File: src/inc/gain_sched_params.svh
// Notes on behaviour
// - nonzero tuning mode makes the block derive control parameters from stiffness.
// - while the tuning mode is nonzero, a valid load estimate updates the stored inertia ratio.
// - in compensating modes, friction and torque compensation values take estimates.
// - every 30 minutes, while the tuning mode is nonzero, the tuning results are written to nonvolatile memory.
// - after power-up tuning starts from the values restored from nonvolatile memory.
// - gain-set updates, stiffness included, are applied only while the motor is stopped.
// - tuning in two-degree-of-freedom mode forces torque feed-forward to zero.
// - both gain sets load from a stiffness table, rows 0 to 17.
// - time constant column is standard or high-response per tuning mode.
`ifndef GAIN_SCHED_PARAMS_SVH
`define GAIN_SCHED_PARAMS_SVH
`define SAVE_PERIOD_MIN 30
`define CLK_HZ 64'h0000000002625A00
`define SAVE_PERIOD_CYCLES (`SAVE_PERIOD_MIN * 60 * `CLK_HZ)
`define STIFF_MAX 17
`define MODE_OFF 4'h0
`define MODE_HIGH_FIRST 4'h2
`define MODE_HIGH_LAST 4'h4
`define MODE_COMP_FIRST 4'h5
`define FF_GAIN_DEFAULT 16'h03E8
`endif

File: src/inc/gain_sched_pkg.sv
package gain_sched_pkg;
  typedef struct packed {
    logic [15:0] pos_gain;
    logic [15:0] spd_gain;
    logic [15:0] integ;
    logic [15:0] tq_filt;
    logic [15:0] cmd_std;
    logic [15:0] cmd_high;
    logic [15:0] tune_filt;
    logic [15:0] load_filt;
  } gain_row_t;
  typedef struct packed {
    logic [15:0] inertia;
    logic [15:0] tq_add;
    logic [15:0] pos_comp;
    logic [15:0] neg_comp;
    logic [15:0] visc;
  } tune_result_t;
  typedef enum logic [1:0] {
    ST_IDLE = 2'b00,
    ST_WRITE = 2'b01,
    ST_WAIT = 2'b11
  } save_state_t;
endpackage : gain_sched_pkg

File: src/inc/gain_row_if.sv
`timescale 1ns/1ps
interface gain_row_if;
  logic [4:0] index;
  gain_sched_pkg::gain_row_t row;
  modport user (output index, input row);
  modport table_side (input index, output row);
endinterface : gain_row_if

File: src/verilog/gain_table.sv
`timescale 1ns/1ps
module gain_table (
  gain_row_if.table_side tbl
);
  // ----------------------------------------
  // stiffness rows, 8 fields of 16 bits
  // ----------------------------------------
  function automatic gain_sched_pkg::gain_row_t row_of(input logic [4:0] s);
    unique case (s)
      5'h00: row_of = {16'h0014, 16'h000F, 16'h0E74, 16'h05DC, 16'h077F, 16'h02FC, 16'h009B, 16'h09C4};
      5'h01: row_of = {16'h0019, 16'h0014, 16'h0AF0, 16'h044C, 16'h05CF, 16'h0253, 16'h0073, 16'h09C4};
      5'h02: row_of = {16'h001E, 16'h0019, 16'h0898, 16'h0384, 16'h04BE, 16'h01E6, 16'h005E, 16'h09C4};
      5'h03: row_of = {16'h0028, 16'h001E, 16'h076C, 16'h0320, 16'h03C0, 16'h0180, 16'h0054, 16'h09C4};
      5'h04: row_of = {16'h002D, 16'h0023, 16'h0640, 16'h0258, 16'h0346, 16'h014F, 16'h0040, 16'h09C4};
      5'h05: row_of = {16'h0037, 16'h002D, 16'h04B0, 16'h01F4, 16'h029C, 16'h010B, 16'h0036, 16'h09C4};
      5'h06: row_of = {16'h004B, 16'h003C, 16'h0384, 16'h0190, 16'h01F0, 16'h00C6, 16'h002C, 16'h09C4};
      5'h07: row_of = {16'h005F, 16'h004B, 16'h02BC, 16'h012C, 16'h018A, 16'h009E, 16'h0022, 16'h0848};
      5'h08: row_of = {16'h0073, 16'h005A, 16'h0258, 16'h012C, 16'h0147, 16'h0083, 16'h0022, 16'h06EA};
      5'h09: row_of = {16'h008C, 16'h006E, 16'h01F4, 16'h00C8, 16'h010C, 16'h006B, 16'h0018, 16'h05AA};
      5'h0A: row_of = {16'h00AF, 16'h008C, 16'h0190, 16'h00C8, 16'h00D4, 16'h0055, 16'h0017, 16'h0474};
      5'h0B: row_of = {16'h0140, 16'h00B4, 16'h0136, 16'h007E, 16'h008B, 16'h0037, 16'h0010, 16'h0370};
      5'h0C: row_of = {16'h0186, 16'h00DC, 16'h00FA, 16'h0067, 16'h0071, 16'h002D, 16'h000D, 16'h02D0};
      5'h0D: row_of = {16'h01E0, 16'h010E, 16'h00D2, 16'h0054, 16'h005C, 16'h0025, 16'h000B, 16'h024E};
      5'h0E: row_of = {16'h0276, 16'h015E, 16'h00A0, 16'h0041, 16'h0047, 16'h001C, 16'h0009, 16'h01C2};
      5'h0F: row_of = {16'h02D0, 16'h0190, 16'h008C, 16'h0039, 16'h003E, 16'h0019, 16'h0008, 16'h0190};
      5'h10: row_of = {16'h0384, 16'h01F4, 16'h0078, 16'h002D, 16'h0032, 16'h0014, 16'h0007, 16'h0140};
      5'h11: row_of = {16'h0438, 16'h0258, 16'h006E, 16'h0026, 16'h0029, 16'h0011, 16'h0006, 16'h010E};
      default: row_of = {16'h0438, 16'h0258, 16'h006E, 16'h0026, 16'h0029, 16'h0011, 16'h0006, 16'h010E};
    endcase
  endfunction : row_of

  assign tbl.row = row_of(tbl.index);
endmodule : gain_table

File: src/verilog/realtime_autotune_gain_scheduler.sv
`timescale 1ns/1ps
`include "gain_sched_params.svh"
module realtime_autotune_gain_scheduler #(
  parameter longint SAVE_CYCLES = `SAVE_PERIOD_CYCLES
) (
  input wire logic ref_clk,
  input wire logic rst,
  input wire logic clk_en,
  input wire logic [3:0] tuning_mode_select,
  input wire logic [4:0] stiffness_setting,
  input wire logic two_dof_mode,
  input wire logic motor_moving_pin,
  input wire logic operation_start,
  input wire logic estimate_valid,
  input wire gain_sched_pkg::tune_result_t estimate,
  input wire gain_sched_pkg::tune_result_t restored,
  input wire logic restore_valid,
  input wire logic [15:0] torque_feedforward_gain,
  input wire logic nvm_ready,
  output logic [15:0] position_gain_set1,
  output logic [15:0] position_gain_set2,
  output logic [15:0] speed_gain_set1,
  output logic [15:0] speed_gain_set2,
  output logic [15:0] integral_time_set1,
  output logic [15:0] integral_time_set2,
  output logic [15:0] torque_filter_set1,
  output logic [15:0] torque_filter_set2,
  output logic [15:0] command_smoothing_time,
  output logic [15:0] tuning_filter_time,
  output logic [15:0] load_fluctuation_filter,
  output logic [15:0] inertia_ratio,
  output logic [15:0] torque_addition_value,
  output logic [15:0] pos_direction_compensation,
  output logic [15:0] neg_direction_compensation,
  output logic [15:0] viscous_friction_gain,
  output logic [15:0] effective_ff_gain,
  output logic [4:0] applied_stiffness,
  output logic stiffness_pending,
  output logic nvm_write,
  output gain_sched_pkg::tune_result_t nvm_data
);
  initial begin
    if (SAVE_CYCLES < 2) $error("SAVE_CYCLES too small");
  end

  // ----------------------------------------
  // pin synchroniser
  // ----------------------------------------
  logic moving_meta;
  logic moving;
  always_ff @(posedge ref_clk) begin
    if (rst) begin
      moving_meta <= 1'b0;
      moving <= 1'b0;
    end else if (clk_en) begin
      moving_meta <= motor_moving_pin;
      moving <= moving_meta;
    end
  end

  // ----------------------------------------
  // decode
  // ----------------------------------------
  wire tuning_on = tuning_mode_select != `MODE_OFF;
  wire high_resp = tuning_mode_select >= `MODE_HIGH_FIRST
    && tuning_mode_select <= `MODE_HIGH_LAST;
  wire comp_mode = tuning_mode_select >= `MODE_COMP_FIRST;
  wire [4:0] clamped_stiff = (stiffness_setting > 5'(`STIFF_MAX)) ?
    5'(`STIFF_MAX) : stiffness_setting;
  // stopped motor is the only window for gain changes
  wire apply_now = tuning_on && !moving && stiffness_pending;

  gain_row_if row_bus ();
  assign row_bus.index = clamped_stiff;
  gain_table u_table (.tbl(row_bus));
  wire gain_sched_pkg::gain_row_t row = row_bus.row;
  wire [15:0] next_cmd_time = high_resp ? row.cmd_high : row.cmd_std;

  // ----------------------------------------
  // pending stiffness and row apply
  // ----------------------------------------
  always_ff @(posedge ref_clk) begin
    if (rst) begin
      stiffness_pending <= 1'b1;
      applied_stiffness <= 5'h00;
    end else if (clk_en) begin
      if (apply_now)
        applied_stiffness <= clamped_stiff;
      // a change landing in the apply cycle is caught by the compare one cycle later
      stiffness_pending <= !apply_now
        && (stiffness_pending || clamped_stiff != applied_stiffness);
    end
  end

  // whole row lands in one cycle, never a partial update
  always_ff @(posedge ref_clk) begin
    if (rst) begin
      position_gain_set1 <= 16'h0000;
      position_gain_set2 <= 16'h0000;
      speed_gain_set1 <= 16'h0000;
      speed_gain_set2 <= 16'h0000;
      integral_time_set1 <= 16'h0000;
      integral_time_set2 <= 16'h0000;
      torque_filter_set1 <= 16'h0000;
      torque_filter_set2 <= 16'h0000;
      command_smoothing_time <= 16'h0000;
      tuning_filter_time <= 16'h0000;
      load_fluctuation_filter <= 16'h0000;
    end else if (clk_en && apply_now) begin
      position_gain_set1 <= row.pos_gain;
      position_gain_set2 <= row.pos_gain;
      speed_gain_set1 <= row.spd_gain;
      speed_gain_set2 <= row.spd_gain;
      integral_time_set1 <= row.integ;
      integral_time_set2 <= row.integ;
      torque_filter_set1 <= row.tq_filt;
      torque_filter_set2 <= row.tq_filt;
      command_smoothing_time <= next_cmd_time;
      tuning_filter_time <= row.tune_filt;
      load_fluctuation_filter <= row.load_filt;
    end
  end

  // ----------------------------------------
  // tuning results
  // ----------------------------------------
  always_ff @(posedge ref_clk) begin
    if (rst) begin
      inertia_ratio <= 16'h0000;
      torque_addition_value <= 16'h0000;
      pos_direction_compensation <= 16'h0000;
      neg_direction_compensation <= 16'h0000;
      viscous_friction_gain <= 16'h0000;
    end else if (clk_en) begin
      if (restore_valid) begin
        inertia_ratio <= restored.inertia;
        torque_addition_value <= restored.tq_add;
        pos_direction_compensation <= restored.pos_comp;
        neg_direction_compensation <= restored.neg_comp;
        viscous_friction_gain <= restored.visc;
      end else if (tuning_on && estimate_valid) begin
        inertia_ratio <= estimate.inertia;
        if (comp_mode) begin
          torque_addition_value <= estimate.tq_add;
          pos_direction_compensation <= estimate.pos_comp;
          neg_direction_compensation <= estimate.neg_comp;
          viscous_friction_gain <= estimate.visc;
        end
      end
    end
  end

  // ----------------------------------------
  // feed-forward override
  // ----------------------------------------
  logic ff_forced;
  always_ff @(posedge ref_clk) begin
    if (rst) begin
      ff_forced <= 1'b0;
      effective_ff_gain <= 16'h0000;
    end else if (clk_en) begin
      // held until the next operation once tuning is left
      if (tuning_on && two_dof_mode)
        ff_forced <= 1'b1;
      else if (operation_start)
        ff_forced <= 1'b0;
      effective_ff_gain <= (ff_forced || (tuning_on && two_dof_mode)) ?
        16'h0000 : torque_feedforward_gain;
    end
  end

  // ----------------------------------------
  // periodic save
  // ----------------------------------------
  gain_sched_pkg::save_state_t state;
  logic [63:0] save_count;
  wire save_due = save_count >= 64'(SAVE_CYCLES - 1);
  always_ff @(posedge ref_clk) begin
    if (rst) begin
      state <= gain_sched_pkg::ST_IDLE;
      save_count <= 64'h0000000000000000;
      nvm_write <= 1'b0;
      nvm_data <= '0;
    end else if (clk_en) begin
      unique case (state)
        gain_sched_pkg::ST_IDLE: begin
          save_count <= save_due ? 64'h0 : save_count + 64'h1;
          if (save_due && tuning_on) begin
            state <= gain_sched_pkg::ST_WRITE;
            nvm_data <= {inertia_ratio, torque_addition_value,
              pos_direction_compensation, neg_direction_compensation, viscous_friction_gain};
          end
        end
        gain_sched_pkg::ST_WRITE: begin
          nvm_write <= 1'b1;
          state <= gain_sched_pkg::ST_WAIT;
        end
        gain_sched_pkg::ST_WAIT: begin
          nvm_write <= 1'b0;
          save_count <= save_count + 64'h1;
          if (nvm_ready)
            state <= gain_sched_pkg::ST_IDLE;
        end
        default: state <= gain_sched_pkg::ST_IDLE;
      endcase
    end
  end
endmodule : realtime_autotune_gain_scheduler

File: config.mk
export PLATFORM = sky130hd
export DESIGN_NAME = realtime_autotune_gain_scheduler
export DESIGN_NICKNAME = d
export VERILOG_FILES = /design/src/inc/gain_sched_pkg.sv /design/src/inc/gain_row_if.sv /design/src/verilog/gain_table.sv /design/src/verilog/realtime_autotune_gain_scheduler.sv
export VERILOG_INCLUDE_DIRS = /design/src /design/src/inc
export SDC_FILE = /design/constraint.sdc
export NUM_CORES = 1
export LEC_CHECK = 0
export BUFFER_PORTS_ARGS = -buffer_cell sky130_fd_sc_hd__buf_2
export CORE_AREA = 2 2 216 218
export CTS_BUF_LIST = sky130_fd_sc_hd__clkbuf_8
export CTS_CLUSTER_DIAMETER = 60
export CTS_CLUSTER_SIZE = 10
export DETAILED_ROUTE_END_ITERATION = 8
export DIE_AREA = 0 0 218 220
export MAX_ROUTING_LAYER = met4
export PLACE_DENSITY = 0.55
export SETUP_SLACK_MARGIN = 0.5
export SYNTH_ARGS = -nofsm -noshare
export SYNTH_HDL_FRONTEND = slang
export SYNTH_SLANG_ARGS = --single-unit
File: constraint.sdc
create_clock -name ref_clk -period 3.1 [get_ports ref_clk]
set_input_delay 0.155 -clock ref_clk [delete_from_list [all_inputs] [get_ports ref_clk]]
set_output_delay 0.155 -clock ref_clk [all_outputs]
set_load 0.05 [all_outputs]
Yosys cells after proc, flatten, opt, wreduce, memory -nomap -nowiden --
Memories as Yosys holds them, arrays and structs flattened. Cells that the tools add are included.
Storage, ports and cells: register bits 364, bits in read-only memories 2656, bits of input ports 194, output and inout port bits 359, word-level logic and storage cells 90, memories 1
Operators by class: add/sub/neg operators 1, magnitude comparators 5, equal/unequal tests 5, muxes and demuxes 25, reduce and logical (&&, ||, !) cells 27
Memory list:
- (no name shown) | depth 32, width 83, rd ports 1, clocked after Yosys merged registers in 0, wr ports 0, RTL line gain_table.sv:9 | unique case (s)
Operators with widths (number):
- $mux 16 | 16
- $pmux 64 s2 | 1
- $add 64x1->64 const B | 1
- $ge 64x37->1 const B | 1
- $mux 64 | 1
- $reduce_and 2->1 | 5
- $reduce_bool 2->1 | 5
- $reduce_and 3->1 | 3
- $logic_and 1x1->1 | 8
- $pmux 2 s3 | 1
- $gt 5x5->1 const B | 1
- $mux 5 | 1
- $ne 5x5->1 | 1
- $ge 4x2->1 const B | 1
- $ge 4x3->1 const B | 1
- $le 4x3->1 const B | 1
- $mux 2 | 2
- $ne 2x2->1 const B | 2
- $reduce_bool 4->1 | 1
- $eq 2x1->1 const B | 1
- $eq 2x2->1 const B | 1
- $logic_not 1->1 | 2
- $logic_not 2->1 | 1
- $logic_or 1x1->1 | 2
- 2 further kinds | 3

Logic depth before layout (Yosys ltp) --
depth in word-level cells 5, gate-level depth with buffers 11, gate-level depth less buffers 10

By module --
From an unflattened synthesis, not the netlist that was laid out.
Unflattened totals: cells, all modules 2157, area total of the unflattened synthesis 17320.4 µm²
Modules (own cells, without submodules):
- realtime_autotune_gain_scheduler | times used 1, cells an instance 1804, area each 15065.7 µm²
- gain_table | times used 1, cells an instance 353, area each 2254.7 µm²

Least setup slack after synthesis --
Ideal clock, no wire load.
path kind input -> register, from input stiffness_setting[2], to register integral_time_set2[3], arrival time 2.320 ns, data required time 2.982 ns, path slack 0.662 ns, cell stages on the path 8, path buffers 1, cell sequence or3_1 -> a21oi_1 -> inv_1 -> ha_1 -> clkbuf_1 -> mux4_2 -> nor3_1 -> nor2_1
On the way: longest elaborated chain between the ends 3
Ends and longest elaborated chain:
- start: declaration | RTL line realtime_autotune_gain_scheduler.sv:10 | input wire logic [4:0] stiffness_setting,
- $gt 5x5->1 | RTL line realtime_autotune_gain_scheduler.sv:68 | wire [4:0] clamped_stiff = (stiffness_setting > 5'(`STIFF_MAX)) ?
- $mux 5 | RTL line realtime_autotune_gain_scheduler.sv:68
- via clamped_stiff[0] | RTL line realtime_autotune_gain_scheduler.sv:68
- $mem_v2 32x83
- end signal: assignment | RTL line realtime_autotune_gain_scheduler.sv:115 | integral_time_set2 <= row.integ;
- end: declaration | RTL line realtime_autotune_gain_scheduler.sv:25 | output logic [15:0] integral_time_set2,
The timed path passes the listed nets, and every way through them passes these cells. A chain may end at the register's enable or synchronous reset.

Worst setup path in the final report --
from input tuning_mode_select[0], to register viscous_friction_gain[2]
On the way: longest elaborated chain between the ends 4, elaborated cells between the ends (all ways) 6
Ends and longest elaborated chain:
- start: declaration | RTL line realtime_autotune_gain_scheduler.sv:9 | input wire logic [3:0] tuning_mode_select,
- branches (longest 3 deep; another with $ge 4x3->1)
- $reduce_and 3->1 (no source line) *
- end signal: assignment | RTL line realtime_autotune_gain_scheduler.sv:140 | viscous_friction_gain <= restored.visc;
- end signal: assignment | RTL line realtime_autotune_gain_scheduler.sv:147 | viscous_friction_gain <= estimate.visc;
- end: declaration | RTL line realtime_autotune_gain_scheduler.sv:35 | output logic [15:0] viscous_friction_gain,
Every way passes the cells marked *.

==> results.py <==
metrics = {
    "sta": {
        "rsz0062_at_grt": "no",
        "hold_ws_ps": 43.78,
        "finalSetupViolCount": 0,
        "worstMarginPinSlew_ps": 1071,
        "min_period_ps": 2527,
        "slew_viol_final": 0,
        "min_period_over_period": 0.8150,
        "max_clock_freq_mhz": 395.8,
        "relSlewSlack": 0.2861,
        "hold_violations": 0,
        "finalClockSkew_ps": 25.14,
        "tns_ps": 0,
    },
    "hold_path": {
        "min_to": "torque_addition_value[11]$_SDFFE_PP0P_",
        "worstHoldPathCells": 3,
        "hp-start": "estimate[59]",
        "hold_path.class": "in2reg",
    },
    "cts": {
        "htreeDepth": 2,
        "insertion_delay_ps": 600,
        "cts_tree": "done",
        "clk_pin_slew_ps": 70,
        "clock-root-buffer": "clkbuf_8",
        "cts.sinks": 324,
        "cts.path.max_buffers": 3,
        "cts-buffers-inserted": 40,
    },
    "power": {
        "p_clk_frac": 0.294,
        "intPower_uw": 6318,
        "seq_power_share": 0.463,
        "leakage_uw": 0.008941,
        "powerDensity_nw_per_um2": 473.2,
        "peakVddDrop_mv": 0.3393,
        "p_sw_frac": 0.3475,
        "power.switching_uw": 3364,
        "p_comb_frac": 0.243,
    },
    "die": {
        "die_area_um2": 47960,
        "io_pins": 553,
        "start_util": 0.3351,
        "die_w_um": 218,
        "die_h_um": 220,
        "rows": 79,
        "coreArea_um2": 45860,
    },
    "drt": {
        "route.detailed.drc": 0,
        "ant_nets": 0,
        "vias_per_cell": 4.945,
        "first_iter_violations": 1051,
        "drt-total-wl_mm": 53.96,
        "wire_per_inst_um": 18.05,
        "num_vias": 14787,
        "dr.pass1.iters": 6,
    },
    "final_layout": {
        "nets": 2587,
        "fin_cells": 2990,
        "drive_above_1_share": 0.2593,
        "layout_commonest_cell": "buf_2",
        "layout_common_cells": "490 x buf_2, 329 x nor2_1, 324 x dfxtp_1, 181 x dlygate4sd3_1, 167 x mux2i_1",
        "antennaDiodeCount": 0,
        "synthToLayoutAreaGrowth_pct": 33.13,
    },
    "synth": {
        "syn_area_um2": 15370,
        "synthFlopType": "dfxtp_1",
        "ys_ff_latch": 324,
        "syn_avg_cell_area_um2": 8.624,
        "yosysUniqueCellTypes": 65,
        "synth_edf_count": 0,
        "synth-warning-count": 0,
        "async_flop_share": 0,
        "postSynthCellCount": 1782,
        "ys_seq_area_frac": 0.4220,
    },
    "critical_path": {
        "rr_endpoint": "save_count[59]$_SDFFE_PP0P_",
        "worst-setup-path-type": "in2reg",
        "r2r-start": "state[0]$_SDFFE_PP0P_",
        "required_ps": 3580,
        "cp-end-kind": "register",
        "cp.arrival_ps": 3000,
        "rrSetupSlack_ps": 610,
        "critPathMaxFanout": 128,
        "ff2ff_path_depth": 10,
        "cp-start-kind": "primary input",
    },
    "global_route": {
        "grt_pass1_vias": 13897,
        "antenna_found_initial": 1,
        "grt.overflow.total": 0,
        "grt_max_degree": 129,
        "grt_pass1_wl_mm": 79.26,
        "grt.total_usage": 0.2159,
    },
    "placement": {
        "place_inst": 2753,
        "dp_hpwl_mm": 36.47,
        "portBuffers": 492,
        "place_congestion": 0.8840,
    },
    "flow_run": {
        "drv_cap": 0,
    },
    "outcome": {
        "outcome": "complete, no violations",
    },
}
[how the worst max path moves through the flow]
stage | start | to
2_1_floorplan | stiffness_setting[2] | integral_time_set2[3]$_SDFFE_PP0P_
3_3_place_gp | save_count[33]$_SDFFE_PP0P_ | nvm_data[45]$_SDFFE_PP0P_
3_5_place_dp | tuning_mode_select[3] | torque_addition_value[4]$_SDFFE_PP0P_
4_1_cts | save_count[33]$_SDFFE_PP0P_ | nvm_data[67]$_SDFFE_PP0P_
5_1_grt | state[0]$_SDFFE_PP0P_ | save_count[59]$_SDFFE_PP0P_
6_report | tuning_mode_select[0] | viscous_friction_gain[2]$_SDFFE_PP0P_
[what timing repair did]
action	4_1_cts	5_1_grt
pin swaps	1	1
endpoints found under the hold margin	112	0
hold buffers	181	0
setup buffers	2	2
gates cloned	0	2
gates resized for setup	1	13
setup endpoints to repair	65	122
[kinds of logic after synthesis]
family	count (synthesis)	synth area share
fa+ha+maj	18	0.01465
xor+xnor	64	0.03647
mux	168	0.1102
flops	324	0.4220
compound gates	323	0.1345
other cells	1	0.0002440
simple gates	621	0.1819
buf+inv	263	0.09998
[worst max-delay path: stages]
cell and delay [ps]:
buf_2 110, or4_1 750, a21oi_2 420, nor2b_4 80, a21boi_4 150, buf_12 210, nor2_1 230, a211oi_1 80
dlygate4sd3_1 590
[per-stage QoR]
step	cell area (um2)	setup WS, ps	utilization	power, uW
after floorplan	15590	662.1	-	6166
after global placement	17850	396.2	0.3892	6674
after detailed placement	17850	365.6	0.3892	6684
after CTS	20340	508.7	0.4434	9779
after global routing	20460	492.1	0.4461	10130
final	20460	573.4	0.4461	9681
[cell usage after synthesis (all sizes together) (2+ instances only)]
master / count / share of area
a2111oi: 4 / 0.0023
a211o: 4 / 0.0023
a211oi: 95 / 0.046
a21boi: 4 / 0.0020
a21o: 3 / 0.0015
a21oi: 98 / 0.032
a221oi: 2 / 0.0011
a22oi: 4 / 0.0020
a2bb2oi: 2 / 0.0011
a311oi: 8 / 0.0046
a31oi: 12 / 0.0049
and2: 3 / 0.0012
and3: 11 / 0.0045
and3b: 2 / 0.0011
and4: 5 / 0.0029
buf: 139 / 0.070
clkbuf: 96 / 0.023
dfxtp: 324 / 0.42
ha: 18 / 0.015
inv: 27 / 0.0066
mux2i: 167 / 0.11
nand2: 99 / 0.024
nand2b: 10 / 0.0041
nand3: 31 / 0.010
nand4: 23 / 0.0098
nand4b: 2 / 0.0011
nor2: 329 / 0.080
nor2b: 24 / 0.0098
nor3: 50 / 0.017
nor4: 21 / 0.011
o2111ai: 3 / 0.0017
o211ai: 10 / 0.0049
o21ai: 58 / 0.019
o221a: 2 / 0.0015
o22ai: 3 / 0.0012
o311ai: 4 / 0.0023
or3: 5 / 0.0020
or4: 3 / 0.0017
xnor2: 47 / 0.027
xor2: 17 / 0.0097
[layout make-up]
cell class | instances | area (um2)
tap | 607 | 759.5
fill | 4524 | 25400
clock buffer | 44 | 605.6
inverter | 28 | 105.1
timing repair buffer | 726 | 4787
clock inverter | 6 | 35.03
sequential | 324 | 6486
multi-input combinational | 1255 | 7681
[layer usage]
| layer | up-vias | track usage | routed length, um |
|---|---|---|---|
| li1 | 7181 | - | - |
| met1 | 6964 | 0.2734 | 23040 |
| met2 | 542 | 0.3490 | 26200 |
| met3 | 100 | 0.04251 | 3324 |
| met4 | 0 | 0.06259 | 1385 |
| met5 | - | - | 0 |
[registers in the layout, indices dropped and copies added (netlist names), 8 cells and up]
register and flops:
command_smoothing_time 11, effective_ff_gain 16, inertia_ratio 16, integral_time_set2 11, load_fluctuation_filter 11, neg_direction_compensation 16
nvm_data 80, pos_direction_compensation 16, position_gain_set2 11, save_count 64, speed_gain_set2 9, torque_addition_value 16
torque_filter_set2 11, tuning_filter_time 8, viscous_friction_gain 16
[power groups by stage]
| stage | Combinational (uW) | Sequential [uW] | Clock [uW] |
|---|---|---|---|
| final | 2350 | 4480 | 2850 |
| after global placement | 2100 | 4570 | 0 |
| after CTS | 2330 | 4480 | 2970 |
| after global routing | 2490 | 4500 | 3140 |
| after floorplan | 1060 | 5110 | 0 |
| after detailed placement | 2110 | 4570 | 0 |
Power figures use the tool's default switching activity.
